File: config.mk
export PLATFORM = sky130hd
export DESIGN_NAME = serial_flash_command_front_end
export DESIGN_NICKNAME = d
export VERILOG_FILES = /design/src/design/pin_sync.v /design/src/design/serial_flash_command_front_end.v
export VERILOG_INCLUDE_DIRS = /design/src /design/src/design
export SDC_FILE = /design/constraint.sdc
export NUM_CORES = 1
export LEC_CHECK = 0
export ABC_CLOCK_PERIOD_IN_PS = 5300
export BUFFER_PORTS_ARGS = -buffer_cell sky130_fd_sc_hd__clkbuf_2
export CAP_MARGIN = 15
export CORE_AREA = 2 2 182 184
export CTS_CLUSTER_DIAMETER = 100
export DETAILED_ROUTE_END_ITERATION = 16
export DIE_AREA = 0 0 184 186
export GPL_TIMING_DRIVEN = 0
export PLACE_DENSITY = 0.51
export SKIP_LAST_GASP = 1
export SLEW_MARGIN = 10
export SYNTH_ARGS = -nofsm -noshare
export SYNTH_HDL_FRONTEND = slang
export SYNTH_HIERARCHICAL = 1
export SYNTH_SLANG_ARGS = --single-unit
File: constraint.sdc
create_clock -name clk_sys_i -period 5.3 [get_ports clk_sys_i]
set_input_delay 0.265 -clock clk_sys_i [delete_from_list [all_inputs] [get_ports clk_sys_i]]
set_output_delay 0.265 -clock clk_sys_i [all_outputs]
set_load 0.02 [all_outputs]
File: src/design/flash_cmd_defs.vh
// Constants for the serial flash command front end.
// Assumes inclusion by bare name from files under design/.
`ifndef FLASH_CMD_DEFS_VH
`define FLASH_CMD_DEFS_VH

// Widths
`define ADDR_W        20
`define CNT_W         9
`define PAGE_BYTES    9'h100
`define ID_BYTES      9'h004
`define ADDR_BYTES_M1 2'h2

// Opcodes
`define OP_READ_FAST  8'h0B
`define OP_READ_SLOW  8'h03
`define OP_ERASE_4K   8'h20
`define OP_ERASE_32K  8'h52
`define OP_ERASE_64K  8'hD8
`define OP_CHIP_ER_A  8'h60
`define OP_CHIP_ER_B  8'hC7
`define OP_PROG_PAGE  8'h02
`define OP_PROG_SEQ_A 8'hAD
`define OP_PROG_SEQ_B 8'hAF
`define OP_WRITE_EN   8'h06
`define OP_WRITE_DIS  8'h04
`define OP_PROT_SECT  8'h36
`define OP_UNPROT_SEC 8'h39
`define OP_READ_PROT  8'h3C
`define OP_READ_STAT  8'h05
`define OP_WRITE_STAT 8'h01
`define OP_READ_ID    8'h9F
`define OP_PWR_DOWN   8'hB9
`define OP_PWR_RESUME 8'hAB

// Opcode class: [4] valid [3] address [2] dummy [1] data in [0] data out
`define CL_VALID      4
`define CL_ADDR       3
`define CL_DUMMY      2
`define CL_DIN        1
`define CL_DOUT       0
`define CLS_RD_FAST   5'h1D
`define CLS_RD_ADDR   5'h19
`define CLS_ADDR_ONLY 5'h18
`define CLS_ADDR_DIN  5'h1A
`define CLS_DIN_ONLY  5'h12
`define CLS_DOUT_ONLY 5'h11
`define CLS_BARE      5'h10
`define CLS_INVALID   5'h00

// Reset values
`define RST_ID_WORD   32'h5A5A_0000

`endif

File: src/design/pin_sync.v
// Two-flop synchroniser for a group of pin inputs.
// Assumes each bit is an independent level from outside the clock domain.
`timescale 1ns/1ps
`default_nettype none
module pin_sync #(
  parameter             WIDTH   = 3,
  parameter [WIDTH-1:0] RST_VAL = {WIDTH{1'b0}}
)(
  input  wire             clk_sys_i,
  input  wire             rst_n_i,
  input  wire [WIDTH-1:0] async_i,
  output wire [WIDTH-1:0] sync_o
);
  reg [WIDTH-1:0] meta_ff;
  reg [WIDTH-1:0] sync_ff;

  // First stage feeds only the second stage
  always @(posedge clk_sys_i) begin
    if (!rst_n_i) begin
      meta_ff <= RST_VAL;
      sync_ff <= RST_VAL;
    end else begin
      meta_ff <= async_i;
      sync_ff <= meta_ff;
    end
  end

  assign sync_o = sync_ff;
endmodule
`default_nettype wire

File: src/design/serial_flash_command_front_end.v
// Serial flash command front end: SPI slave framing, opcode decode,
// address and dummy collection, data capture and streamed read output.
// Assumes the SPI pins are asynchronous to clk_sys_i and toggle well below
// a sixth of its rate; array data follows mem_addr_o after one clock.
`timescale 1ns/1ps
`default_nettype none
`include "flash_cmd_defs.vh"

// Operation
// - Modes 0/3: sample rising, drive falling
// - All bytes shifted most significant bit first
// - Chip select release ends operation, back idle
// - Unknown opcode ignored until next frame
// - Early release before address completes does nothing
// - Three address bytes, top four bits dropped
// - Fast read: address, dummy byte, stream
// - Slow read: address then stream, no dummy
// - Block erases take address; chip erases none
// - Page program: address, 1 to 256 bytes
// - Sequential program: address first, then counter
// - Protection read: address then output bytes
// - Status read repeats; status write one byte
// - Identification returns up to four bytes
// - Power-down enter and resume, bare opcodes
// - Read address advances automatically per byte
// - Address wraps from top to zero seamlessly
// - Release during read ends it, output floats
module serial_flash_command_front_end #(
  parameter [31:0] ID_WORD = `RST_ID_WORD  // Arbitrary identification value
)(
  input  wire              clk_sys_i,
  input  wire              rst_n_i,
  input  wire              cs_n_i,
  input  wire              sck_i,
  input  wire              si_i,
  output reg               so_o,
  output reg               so_oe_n_o,
  output reg  [`ADDR_W-1:0] mem_addr_o,
  output reg               mem_rd_o,
  input  wire [7:0]        mem_data_i,
  input  wire [7:0]        status_i,
  input  wire [7:0]        prot_i,
  output reg               cmd_stb_o,
  output reg  [7:0]        cmd_op_o,
  output reg  [`ADDR_W-1:0] cmd_addr_o,
  output reg  [`CNT_W-1:0] cmd_cnt_o,
  output reg               wr_stb_o,
  output reg  [7:0]        wr_data_o,
  output reg  [`ADDR_W-1:0] wr_addr_o,
  output reg               seq_mode_o
);

  // One-hot frame states
  localparam [6:0] ST_OPC   = 7'h01;
  localparam [6:0] ST_ADDR  = 7'h02;
  localparam [6:0] ST_DUMMY = 7'h04;
  localparam [6:0] ST_DIN   = 7'h08;
  localparam [6:0] ST_DOUT  = 7'h10;
  localparam [6:0] ST_DONE  = 7'h20;
  localparam [6:0] ST_IGN   = 7'h40;

  wire [2:0]         pins_s;
  wire               cs_n_s;
  wire               sck_s;
  wire               si_s;
  reg                cs_n_d_ff;
  reg                sck_d_ff;
  reg  [6:0]         state_ff;
  reg  [6:0]         nxt_state;
  reg  [2:0]         bit_cnt_ff;
  reg  [7:0]         sr_ff;
  reg  [7:0]         op_ff;
  reg  [1:0]         acnt_ff;
  reg  [`ADDR_W-1:0] addr_ff;
  reg  [`ADDR_W-1:0] seq_addr_ff;
  reg  [`CNT_W-1:0]  dcnt_ff;
  reg  [2:0]         out_cnt_ff;
  reg  [7:0]         out_sr_ff;
  reg  [7:0]         src_byte;

  // Opcode class lookup, used for the fresh opcode and the held one
  function [4:0] op_class;
    input [7:0] op;
    begin
      case (op)
        `OP_READ_FAST:  op_class = `CLS_RD_FAST;
        `OP_READ_SLOW:  op_class = `CLS_RD_ADDR;
        `OP_READ_PROT:  op_class = `CLS_RD_ADDR;
        `OP_ERASE_4K,
        `OP_ERASE_32K,
        `OP_ERASE_64K:  op_class = `CLS_ADDR_ONLY;
        `OP_CHIP_ER_A,
        `OP_CHIP_ER_B:  op_class = `CLS_BARE;
        `OP_PROG_PAGE,
        `OP_PROG_SEQ_A,
        `OP_PROG_SEQ_B: op_class = `CLS_ADDR_DIN;
        `OP_PROT_SECT,
        `OP_UNPROT_SEC: op_class = `CLS_ADDR_ONLY;
        `OP_WRITE_EN,
        `OP_WRITE_DIS:  op_class = `CLS_BARE;
        `OP_WRITE_STAT: op_class = `CLS_DIN_ONLY;
        `OP_READ_STAT:  op_class = `CLS_DOUT_ONLY;
        `OP_READ_ID:    op_class = `CLS_DOUT_ONLY;
        `OP_PWR_DOWN,
        `OP_PWR_RESUME: op_class = `CLS_BARE;
        default:        op_class = `CLS_INVALID;
      endcase
    end
  endfunction

  // Phase that follows the last header byte of a class
  function [6:0] body_state;
    input [4:0] cls;
    begin
      if (cls[`CL_DIN])
        body_state = ST_DIN;
      else if (cls[`CL_DOUT])
        body_state = ST_DOUT;
      else
        body_state = ST_DONE;
    end
  endfunction

  // Sequential program opcode test
  function is_seq;
    input [7:0] op;
    begin
      is_seq = (op == `OP_PROG_SEQ_A) || (op == `OP_PROG_SEQ_B);
    end
  endfunction

  // Every pin passes two flops; chip select resets to inactive
  pin_sync #(
    .WIDTH   (3),
    .RST_VAL (3'h4)
  ) u_pin_sync (
    .clk_sys_i (clk_sys_i),
    .rst_n_i   (rst_n_i),
    .async_i   ({cs_n_i, sck_i, si_i}),
    .sync_o    (pins_s)
  );

  assign cs_n_s = pins_s[2];
  assign sck_s  = pins_s[1];
  assign si_s   = pins_s[0];

  // Edge detection on the synchronised link clock
  wire       cs_act    = ~cs_n_s;
  wire       cs_end    = cs_n_s & ~cs_n_d_ff;
  wire       sck_rise  = sck_s & ~sck_d_ff;
  wire       sck_fall  = ~sck_s & sck_d_ff;
  wire       take_in   = state_ff[0] | state_ff[1] | state_ff[2] | state_ff[3];
  wire [7:0] byte_in   = {sr_ff[6:0], si_s};
  wire       byte_done = cs_act & sck_rise & take_in & (bit_cnt_ff == 3'h7);
  wire [4:0] new_cls   = op_class(byte_in);
  wire [4:0] cur_cls   = op_class(op_ff);
  wire       seq_skip  = is_seq(byte_in) & seq_mode_o;
  wire       is_arr    = (op_ff == `OP_READ_FAST) || (op_ff == `OP_READ_SLOW);
  wire       last_addr = (acnt_ff == `ADDR_BYTES_M1);
  wire [`ADDR_W-1:0] addr_full = {addr_ff[`ADDR_W-9:0], byte_in};

  // Frame sequencing; releasing chip select always returns to opcode wait
  always @* begin
    nxt_state = state_ff;
    if (!cs_act) begin
      nxt_state = ST_OPC;
    end else begin
      case (state_ff)
        ST_OPC: begin
          if (byte_done) begin
            if (!new_cls[`CL_VALID])
              nxt_state = ST_IGN;
            else if (new_cls[`CL_ADDR] && !seq_skip)
              nxt_state = ST_ADDR;
            else
              nxt_state = body_state(new_cls);
          end
        end
        ST_ADDR: begin
          if (byte_done && last_addr) begin
            if (cur_cls[`CL_DUMMY])
              nxt_state = ST_DUMMY;
            else
              nxt_state = body_state(cur_cls);
          end
        end
        ST_DUMMY: begin
          if (byte_done)
            nxt_state = ST_DOUT;
        end
        ST_DIN:   nxt_state = ST_DIN;
        ST_DOUT:  nxt_state = ST_DOUT;
        ST_DONE:  nxt_state = ST_DONE;
        ST_IGN:   nxt_state = ST_IGN;
        default:  nxt_state = ST_OPC;
      endcase
    end
  end

  // Byte source for the output shifter
  always @* begin
    case (op_ff)
      `OP_READ_STAT: src_byte = status_i;
      `OP_READ_PROT: src_byte = prot_i;
      `OP_READ_ID: begin
        if (dcnt_ff >= `ID_BYTES)
          src_byte = 8'h00;
        else begin
          case (dcnt_ff[1:0])
            2'h0:    src_byte = ID_WORD[31:24];
            2'h1:    src_byte = ID_WORD[23:16];
            2'h2:    src_byte = ID_WORD[15:8];
            default: src_byte = ID_WORD[7:0];
          endcase
        end
      end
      default:       src_byte = mem_data_i;
    endcase
  end

  // Main datapath
  always @(posedge clk_sys_i) begin
    if (!rst_n_i) begin
      cs_n_d_ff   <= 1'b1;
      sck_d_ff    <= 1'b0;
      state_ff    <= ST_OPC;
      bit_cnt_ff  <= 3'h0;
      sr_ff       <= 8'h00;
      op_ff       <= 8'h00;
      acnt_ff     <= 2'h0;
      addr_ff     <= {`ADDR_W{1'b0}};
      seq_addr_ff <= {`ADDR_W{1'b0}};
      dcnt_ff     <= {`CNT_W{1'b0}};
      out_cnt_ff  <= 3'h0;
      out_sr_ff   <= 8'h00;
      so_o        <= 1'b0;
      so_oe_n_o   <= 1'b1;
      mem_addr_o  <= {`ADDR_W{1'b0}};
      mem_rd_o    <= 1'b0;
      cmd_stb_o   <= 1'b0;
      cmd_op_o    <= 8'h00;
      cmd_addr_o  <= {`ADDR_W{1'b0}};
      cmd_cnt_o   <= {`CNT_W{1'b0}};
      wr_stb_o    <= 1'b0;
      wr_data_o   <= 8'h00;
      wr_addr_o   <= {`ADDR_W{1'b0}};
      seq_mode_o  <= 1'b0;
    end else begin
      cs_n_d_ff <= cs_n_s;
      sck_d_ff  <= sck_s;
      state_ff  <= nxt_state;
      cmd_stb_o <= 1'b0;
      wr_stb_o  <= 1'b0;

      // Frame boundary clears counters and floats the output
      if (!cs_act) begin
        bit_cnt_ff <= 3'h0;
        acnt_ff    <= 2'h0;
        dcnt_ff    <= {`CNT_W{1'b0}};
        out_cnt_ff <= 3'h0;
        so_oe_n_o  <= 1'b1;
        mem_rd_o   <= 1'b0;
      end else if (sck_rise && take_in) begin
        bit_cnt_ff <= bit_cnt_ff + 3'h1;
        sr_ff      <= byte_in;
      end

      // Completed input bytes
      if (byte_done) begin
        case (state_ff)
          ST_OPC: begin
            op_ff   <= byte_in;
            acnt_ff <= 2'h0;
            if (seq_skip)
              addr_ff <= seq_addr_ff;
          end
          ST_ADDR: begin
            acnt_ff <= acnt_ff + 2'h1;
            addr_ff <= addr_full;
            if (last_addr) begin
              mem_addr_o <= addr_full;
              mem_rd_o   <= is_arr;
            end
          end
          ST_DIN: begin
            if (dcnt_ff != `PAGE_BYTES)
              dcnt_ff <= dcnt_ff + 9'h001;
            wr_stb_o  <= 1'b1;
            wr_data_o <= byte_in;
            // Page program wraps within its page; sequential reuses one address
            if (op_ff == `OP_PROG_PAGE)
              wr_addr_o <= {addr_ff[`ADDR_W-1:8], addr_ff[7:0] + dcnt_ff[7:0]};
            else
              wr_addr_o <= addr_ff;
          end
          default: begin
            acnt_ff <= acnt_ff;
          end
        endcase
      end

      // Output bytes shift out on falling edges, MSB first
      if (cs_act && sck_fall && (state_ff == ST_DOUT)) begin
        so_oe_n_o  <= 1'b0;
        out_cnt_ff <= out_cnt_ff + 3'h1;
        if (out_cnt_ff == 3'h0) begin
          so_o      <= src_byte[7];
          out_sr_ff <= {src_byte[6:0], 1'b0};
          if (dcnt_ff != `PAGE_BYTES)
            dcnt_ff <= dcnt_ff + 9'h001;
          // Advance early so the next byte is settled eight falling edges later
          if (is_arr)
            mem_addr_o <= mem_addr_o + 20'h0_0001;
        end else begin
          so_o      <= out_sr_ff[7];
          out_sr_ff <= {out_sr_ff[6:0], 1'b0};
        end
      end

      // Commit at chip select release only for complete frames
      if (cs_end) begin
        if (state_ff == ST_DONE) begin
          cmd_stb_o  <= 1'b1;
          cmd_op_o   <= op_ff;
          cmd_addr_o <= addr_ff;
          cmd_cnt_o  <= {`CNT_W{1'b0}};
          if (op_ff == `OP_WRITE_DIS)
            seq_mode_o <= 1'b0;
        end else if ((state_ff == ST_DIN) && (bit_cnt_ff == 3'h0) &&
                     (dcnt_ff != {`CNT_W{1'b0}}) &&
                     ((op_ff != `OP_WRITE_STAT) || (dcnt_ff == 9'h001))) begin
          cmd_stb_o  <= 1'b1;
          cmd_op_o   <= op_ff;
          cmd_addr_o <= addr_ff;
          cmd_cnt_o  <= dcnt_ff;
          if (is_seq(op_ff)) begin
            seq_mode_o  <= 1'b1;
            seq_addr_ff <= addr_ff + 20'h0_0001;
          end
        end
      end
    end
  end

endmodule
`default_nettype wire
==> load_flow_metrics.sql <==
INSERT INTO impl_metrics (metric_group, metric, value, unit) VALUES
('cells_and_area', 'layoutNonFillerInstCount', '1690', ''),
('die', 'chip_width', '184', 'um'),
('die', 'initial_utilization', '28.6', '%'),
('sta', 'rsz0062_at_grt', 'false', ''),
('worst_setup_path', 'worstPathRequired', '5.62', 'ns'),
('sta', 'fin_setup_tns', '0', 'ns'),
('cells_and_area', 'fin_util', '34.0', '%'),
('hold_path', 'class_of_the_tightest_hold_or_removal_check', 'primary input to flop', ''),
('sta', 'timing.final.max_slew_violations', '0', ''),
('yosys', 'synth_edf_count', '0', ''),
('cts', 'cts_tree', 'yes', ''),
('cts', 'cts.repair_timing.setup_buffer_count', '0', ''),
('route', 'drt-initial-drc-count', '656', ''),
('yosys', 'synth_area_leader_cell', 'sky130_fd_sc_hd__dfxtp_1', ''),
('worst_setup_path', 'reg2regPathDepth', '9', ''),
('route', 'dr_total_vias', '8725', ''),
('cts', 'clock_latency', '0.46', 'ns'),
('cts', 'cts_made_buffers', '17', ''),
('place', 'place_congestion', '0.857', ''),
('yosys', 'post_synth_instance_area', '9220', 'sq um'),
('cts', 'clock-sinks', '185', ''),
('die', 'die_y', '186', 'um'),
('sta', 'finalHoldViolations', '0', ''),
('yosys', 'yosysTopAreaCellShare', '40.2', '%'),
('place', 'place.port_buffers', '119', ''),
('worst_setup_path', 'critical_path.startpoint', 'dcnt_ff[4]', ''),
('global_route', 'grt_first_pass_wirelength', '47600', 'um'),
('sta', 'worst_pin_slew', '1.04', 'ns'),
('route', 'maxUsedRoutingLayer', 'met4', ''),
('worst_setup_path', 'endpoint', 'seq_addr_ff[14]', ''),
('route', 'drt_wl_total', '31000', 'um'),
('power', 'design_power_total', '2.81', 'mW'),
('global_route', 'antenna_found_initial', '0', ''),
('cts', 'htreeDepth', '4', ''),
('route', 'route.detailed.drc', '0', ''),
('global_route', 'vias_in_the_first_global_route', '8058', ''),
('die', 'std_cell_rows', '66', ''),
('power', 'power_leakage', '4.64', 'nW'),
('route', 'detail_route.vias_per_cell', '5.16', ''),
('sta', 'fin_crit_sh', '60.8', '%'),
('cts', 'clkSlewWorstSetupHoldPaths', '0.08', 'ns'),
('yosys', 'leading_cell_type_by_number_of_instances_after_synthesis', 'sky130_fd_sc_hd__dfxtp_1', ''),
('yosys', 'netlist_top_cells_count', 'sky130_fd_sc_hd__dfxtp_1, sky130_fd_sc_hd__nor2_1, sky130_fd_sc_hd__nand2_1', ''),
('global_route', 'grt_overflow_total', '0', ''),
('job', 'max-cap-violations', '0', ''),
('die', 'num_io_pins', '120', ''),
('place', 'place.detailed.instances', '1657', ''),
('cells_and_area', 'area.growth.synth_to_final', '18.7', '%'),
('route', 'met2RoutedLength', '14400', 'um'),
('route', 'wl_met1', '14500', 'um'),
('yosys', 'synthesis.nets', '1178', ''),
('sta', 'setup_violations', '0', ''),
('status', 'run_status', 'finished, final reports clean', ''),
('cells_and_area', 'insertedDiodeCount', '0', ''),
('sta', 'fmaxAchievable', '310', 'MHz'),
('worst_setup_path', 'crit_path_end_kind', 'flop', ''),
('cts', 'ctsLongestPathBuffers', '2', ''),
('sta', 'maxSlewHeadroom', '30.5', '%'),
('cts', 'ctsRootBufferMaster', 'sky130_fd_sc_hd__clkbuf_16', ''),
('yosys', 'ys.flop_type', 'sky130_fd_sc_hd__dfxtp_1', ''),
('global_route', 'grt_max_degree', '20', ''),
('worst_setup_path', 'arrival', '3.54', 'ns'),
('cells_and_area', 'design.final.nets', '1317', ''),
('yosys', 'synth-async-reset-ratio', '0', '%'),
('die', 'standard_cell_core_area', '32200', 'sq um'),
('place', 'dp_hpwl', '22500', 'um'),
('global_route', 'gr-usage-all-layers', '18.2', '%'),
('power', 'vdd.ir_drop.worst', '0.207', 'mV'),
('worst_setup_path', 'rr_endpoint', 'seq_addr_ff[14]', ''),
('worst_setup_path', 'path_max_fanout', '10', ''),
('power', 'power_density', '256', 'nW/um^2');
-- layout make-up --
cell class	instances	area, sq um
Buffer	94	375
Tap cell	408	510
Timing Repair Buffer	120	606
Fill cell	3489	21300
Inverter	29	109
Clock inverter	14	173
Clock buffer	18	439
Multi-Input combinational cell	822	5030
Sequential cell	185	3700
-- cell usage in the layout, fill, tap and decap left out, types with 11 or more instances in the layout --
cell type                   instances
sky130_fd_sc_hd__xnor2_1           14
sky130_fd_sc_hd__and3_1            17
sky130_fd_sc_hd__o211ai_1          12
sky130_fd_sc_hd__clkbuf_16         17
sky130_fd_sc_hd__a21oi_1           75
sky130_fd_sc_hd__ha_1              18
sky130_fd_sc_hd__nand3_1           60
sky130_fd_sc_hd__xor2_1            15
sky130_fd_sc_hd__inv_1             28
sky130_fd_sc_hd__nand4_1           12
sky130_fd_sc_hd__buf_2             15
sky130_fd_sc_hd__mux2i_1           69
sky130_fd_sc_hd__nor2_1           144
sky130_fd_sc_hd__clkbuf_1          78
sky130_fd_sc_hd__and2_1            11
sky130_fd_sc_hd__nand2_1          142
sky130_fd_sc_hd__clkbuf_2         119
sky130_fd_sc_hd__o21ai_0           34
sky130_fd_sc_hd__dfxtp_1          185
sky130_fd_sc_hd__o211a_1           20
sky130_fd_sc_hd__nor3_1            21
-- worst max-delay path, stage by stage, from the launching register on --
cell                        delay, ns
sky130_fd_sc_hd__dfxtp_1         0.34
sky130_fd_sc_hd__clkbuf_1        0.19
sky130_fd_sc_hd__nor4_1          0.49
sky130_fd_sc_hd__nand4_1         0.22
sky130_fd_sc_hd__a2111oi_0       0.52
sky130_fd_sc_hd__clkbuf_1        0.48
sky130_fd_sc_hd__nand3_1         0.29
sky130_fd_sc_hd__buf_2           0.32
sky130_fd_sc_hd__mux2i_1         0.19
sky130_fd_sc_hd__nor2_1          0.05
-- metal layers --
layer,vias to the layer above,global-route usage [%]
li1,4273,-
met1,4202,24.1
met2,216,30.1
met3,34,3.42
met4,0,5.18
met5,-,0
-- report_power, final --
part | switching, mW | leakage, nW | internal (mW) | total, mW
logic | 0.0433 | 2.85 | 0.0175 | 0.0608
registers | 0.00149 | 1.49 | 1.39 | 1.39
clock network | 0.659 | 0.299 | 0.693 | 1.35
-- worst min path at each step --
stage / depth (start not counted) / from / slack (ns) / to
2_1_floorplan: 1 / rst_n_i / 0.34 / u_pin_sync/meta_ff[2]
3_3_place_gp: 1 / u_pin_sync/meta_ff[2] / 0.40 / u_pin_sync/sync_o[2]
3_5_place_dp: 1 / u_pin_sync/meta_ff[2] / 0.40 / u_pin_sync/sync_o[2]
4_1_cts: 2 / si_i / 0.01 / u_pin_sync/meta_ff[0]
5_1_grt: 2 / si_i / 0.02 / u_pin_sync/meta_ff[0]
6_report: 2 / si_i / 0.03 / u_pin_sync/meta_ff[0]
-- sequential cells by signal, summed over array words and instances (netlist names), 2 cells and up --
| register | count |
|---|---|
| sr_ff | 7 |
| bit_cnt_ff | 3 |
| cmd_op_o | 8 |
| addr_ff | 20 |
| seq_addr_ff | 20 |
| op_ff | 8 |
| out_sr_ff | 7 |
| u_pin_sync/sync_o | 3 |
| state_ff | 7 |
| cmd_cnt_o | 9 |
| wr_data_o | 8 |
| acnt_ff | 2 |
| wr_addr_o | 20 |
| mem_addr_o | 20 |
| cmd_addr_o | 20 |
| dcnt_ff | 9 |
| u_pin_sync/meta_ff | 3 |
| out_cnt_ff | 3 |
-- what timing repair did --
action                                  CTS  global route
endpoints found under the setup margin    0             0
resized for setup                         0             0
hold buffers                              1             0
endpoints found under the hold margin     1             0
-- cell families (layout without fill, tap and decap cells) --
family / after synthesis / count (layout) / synth area share [%]
mux: 69 / 69 / 7.49
buf+inv: 123 / 275 / 5.25
fa+ha+maj: 19 / 19 / 2.66
flops: 185 / 185 / 40.2
compound gates: 226 / 226 / 16.8
simple gates: 479 / 479 / 24.8
xor+xnor: 29 / 29 / 2.76
-- metrics by stage --
| stage | area (sq um) | hold WS [ns] | setup WS (ns) |
|---|---|---|---|
| final | 10900 | 0.0252 | 2.08 |
| after detailed placement | 10300 | 0.399 | 2.08 |
| after floorplan | 9220 | 0.338 | 2.87 |
| after global placement | 10300 | 0.401 | 2.08 |
| after global routing | 10900 | 0.0194 | 1.79 |
| after CTS | 10900 | 0.0142 | 2.06 |
(Power assumes the default switching activity.)
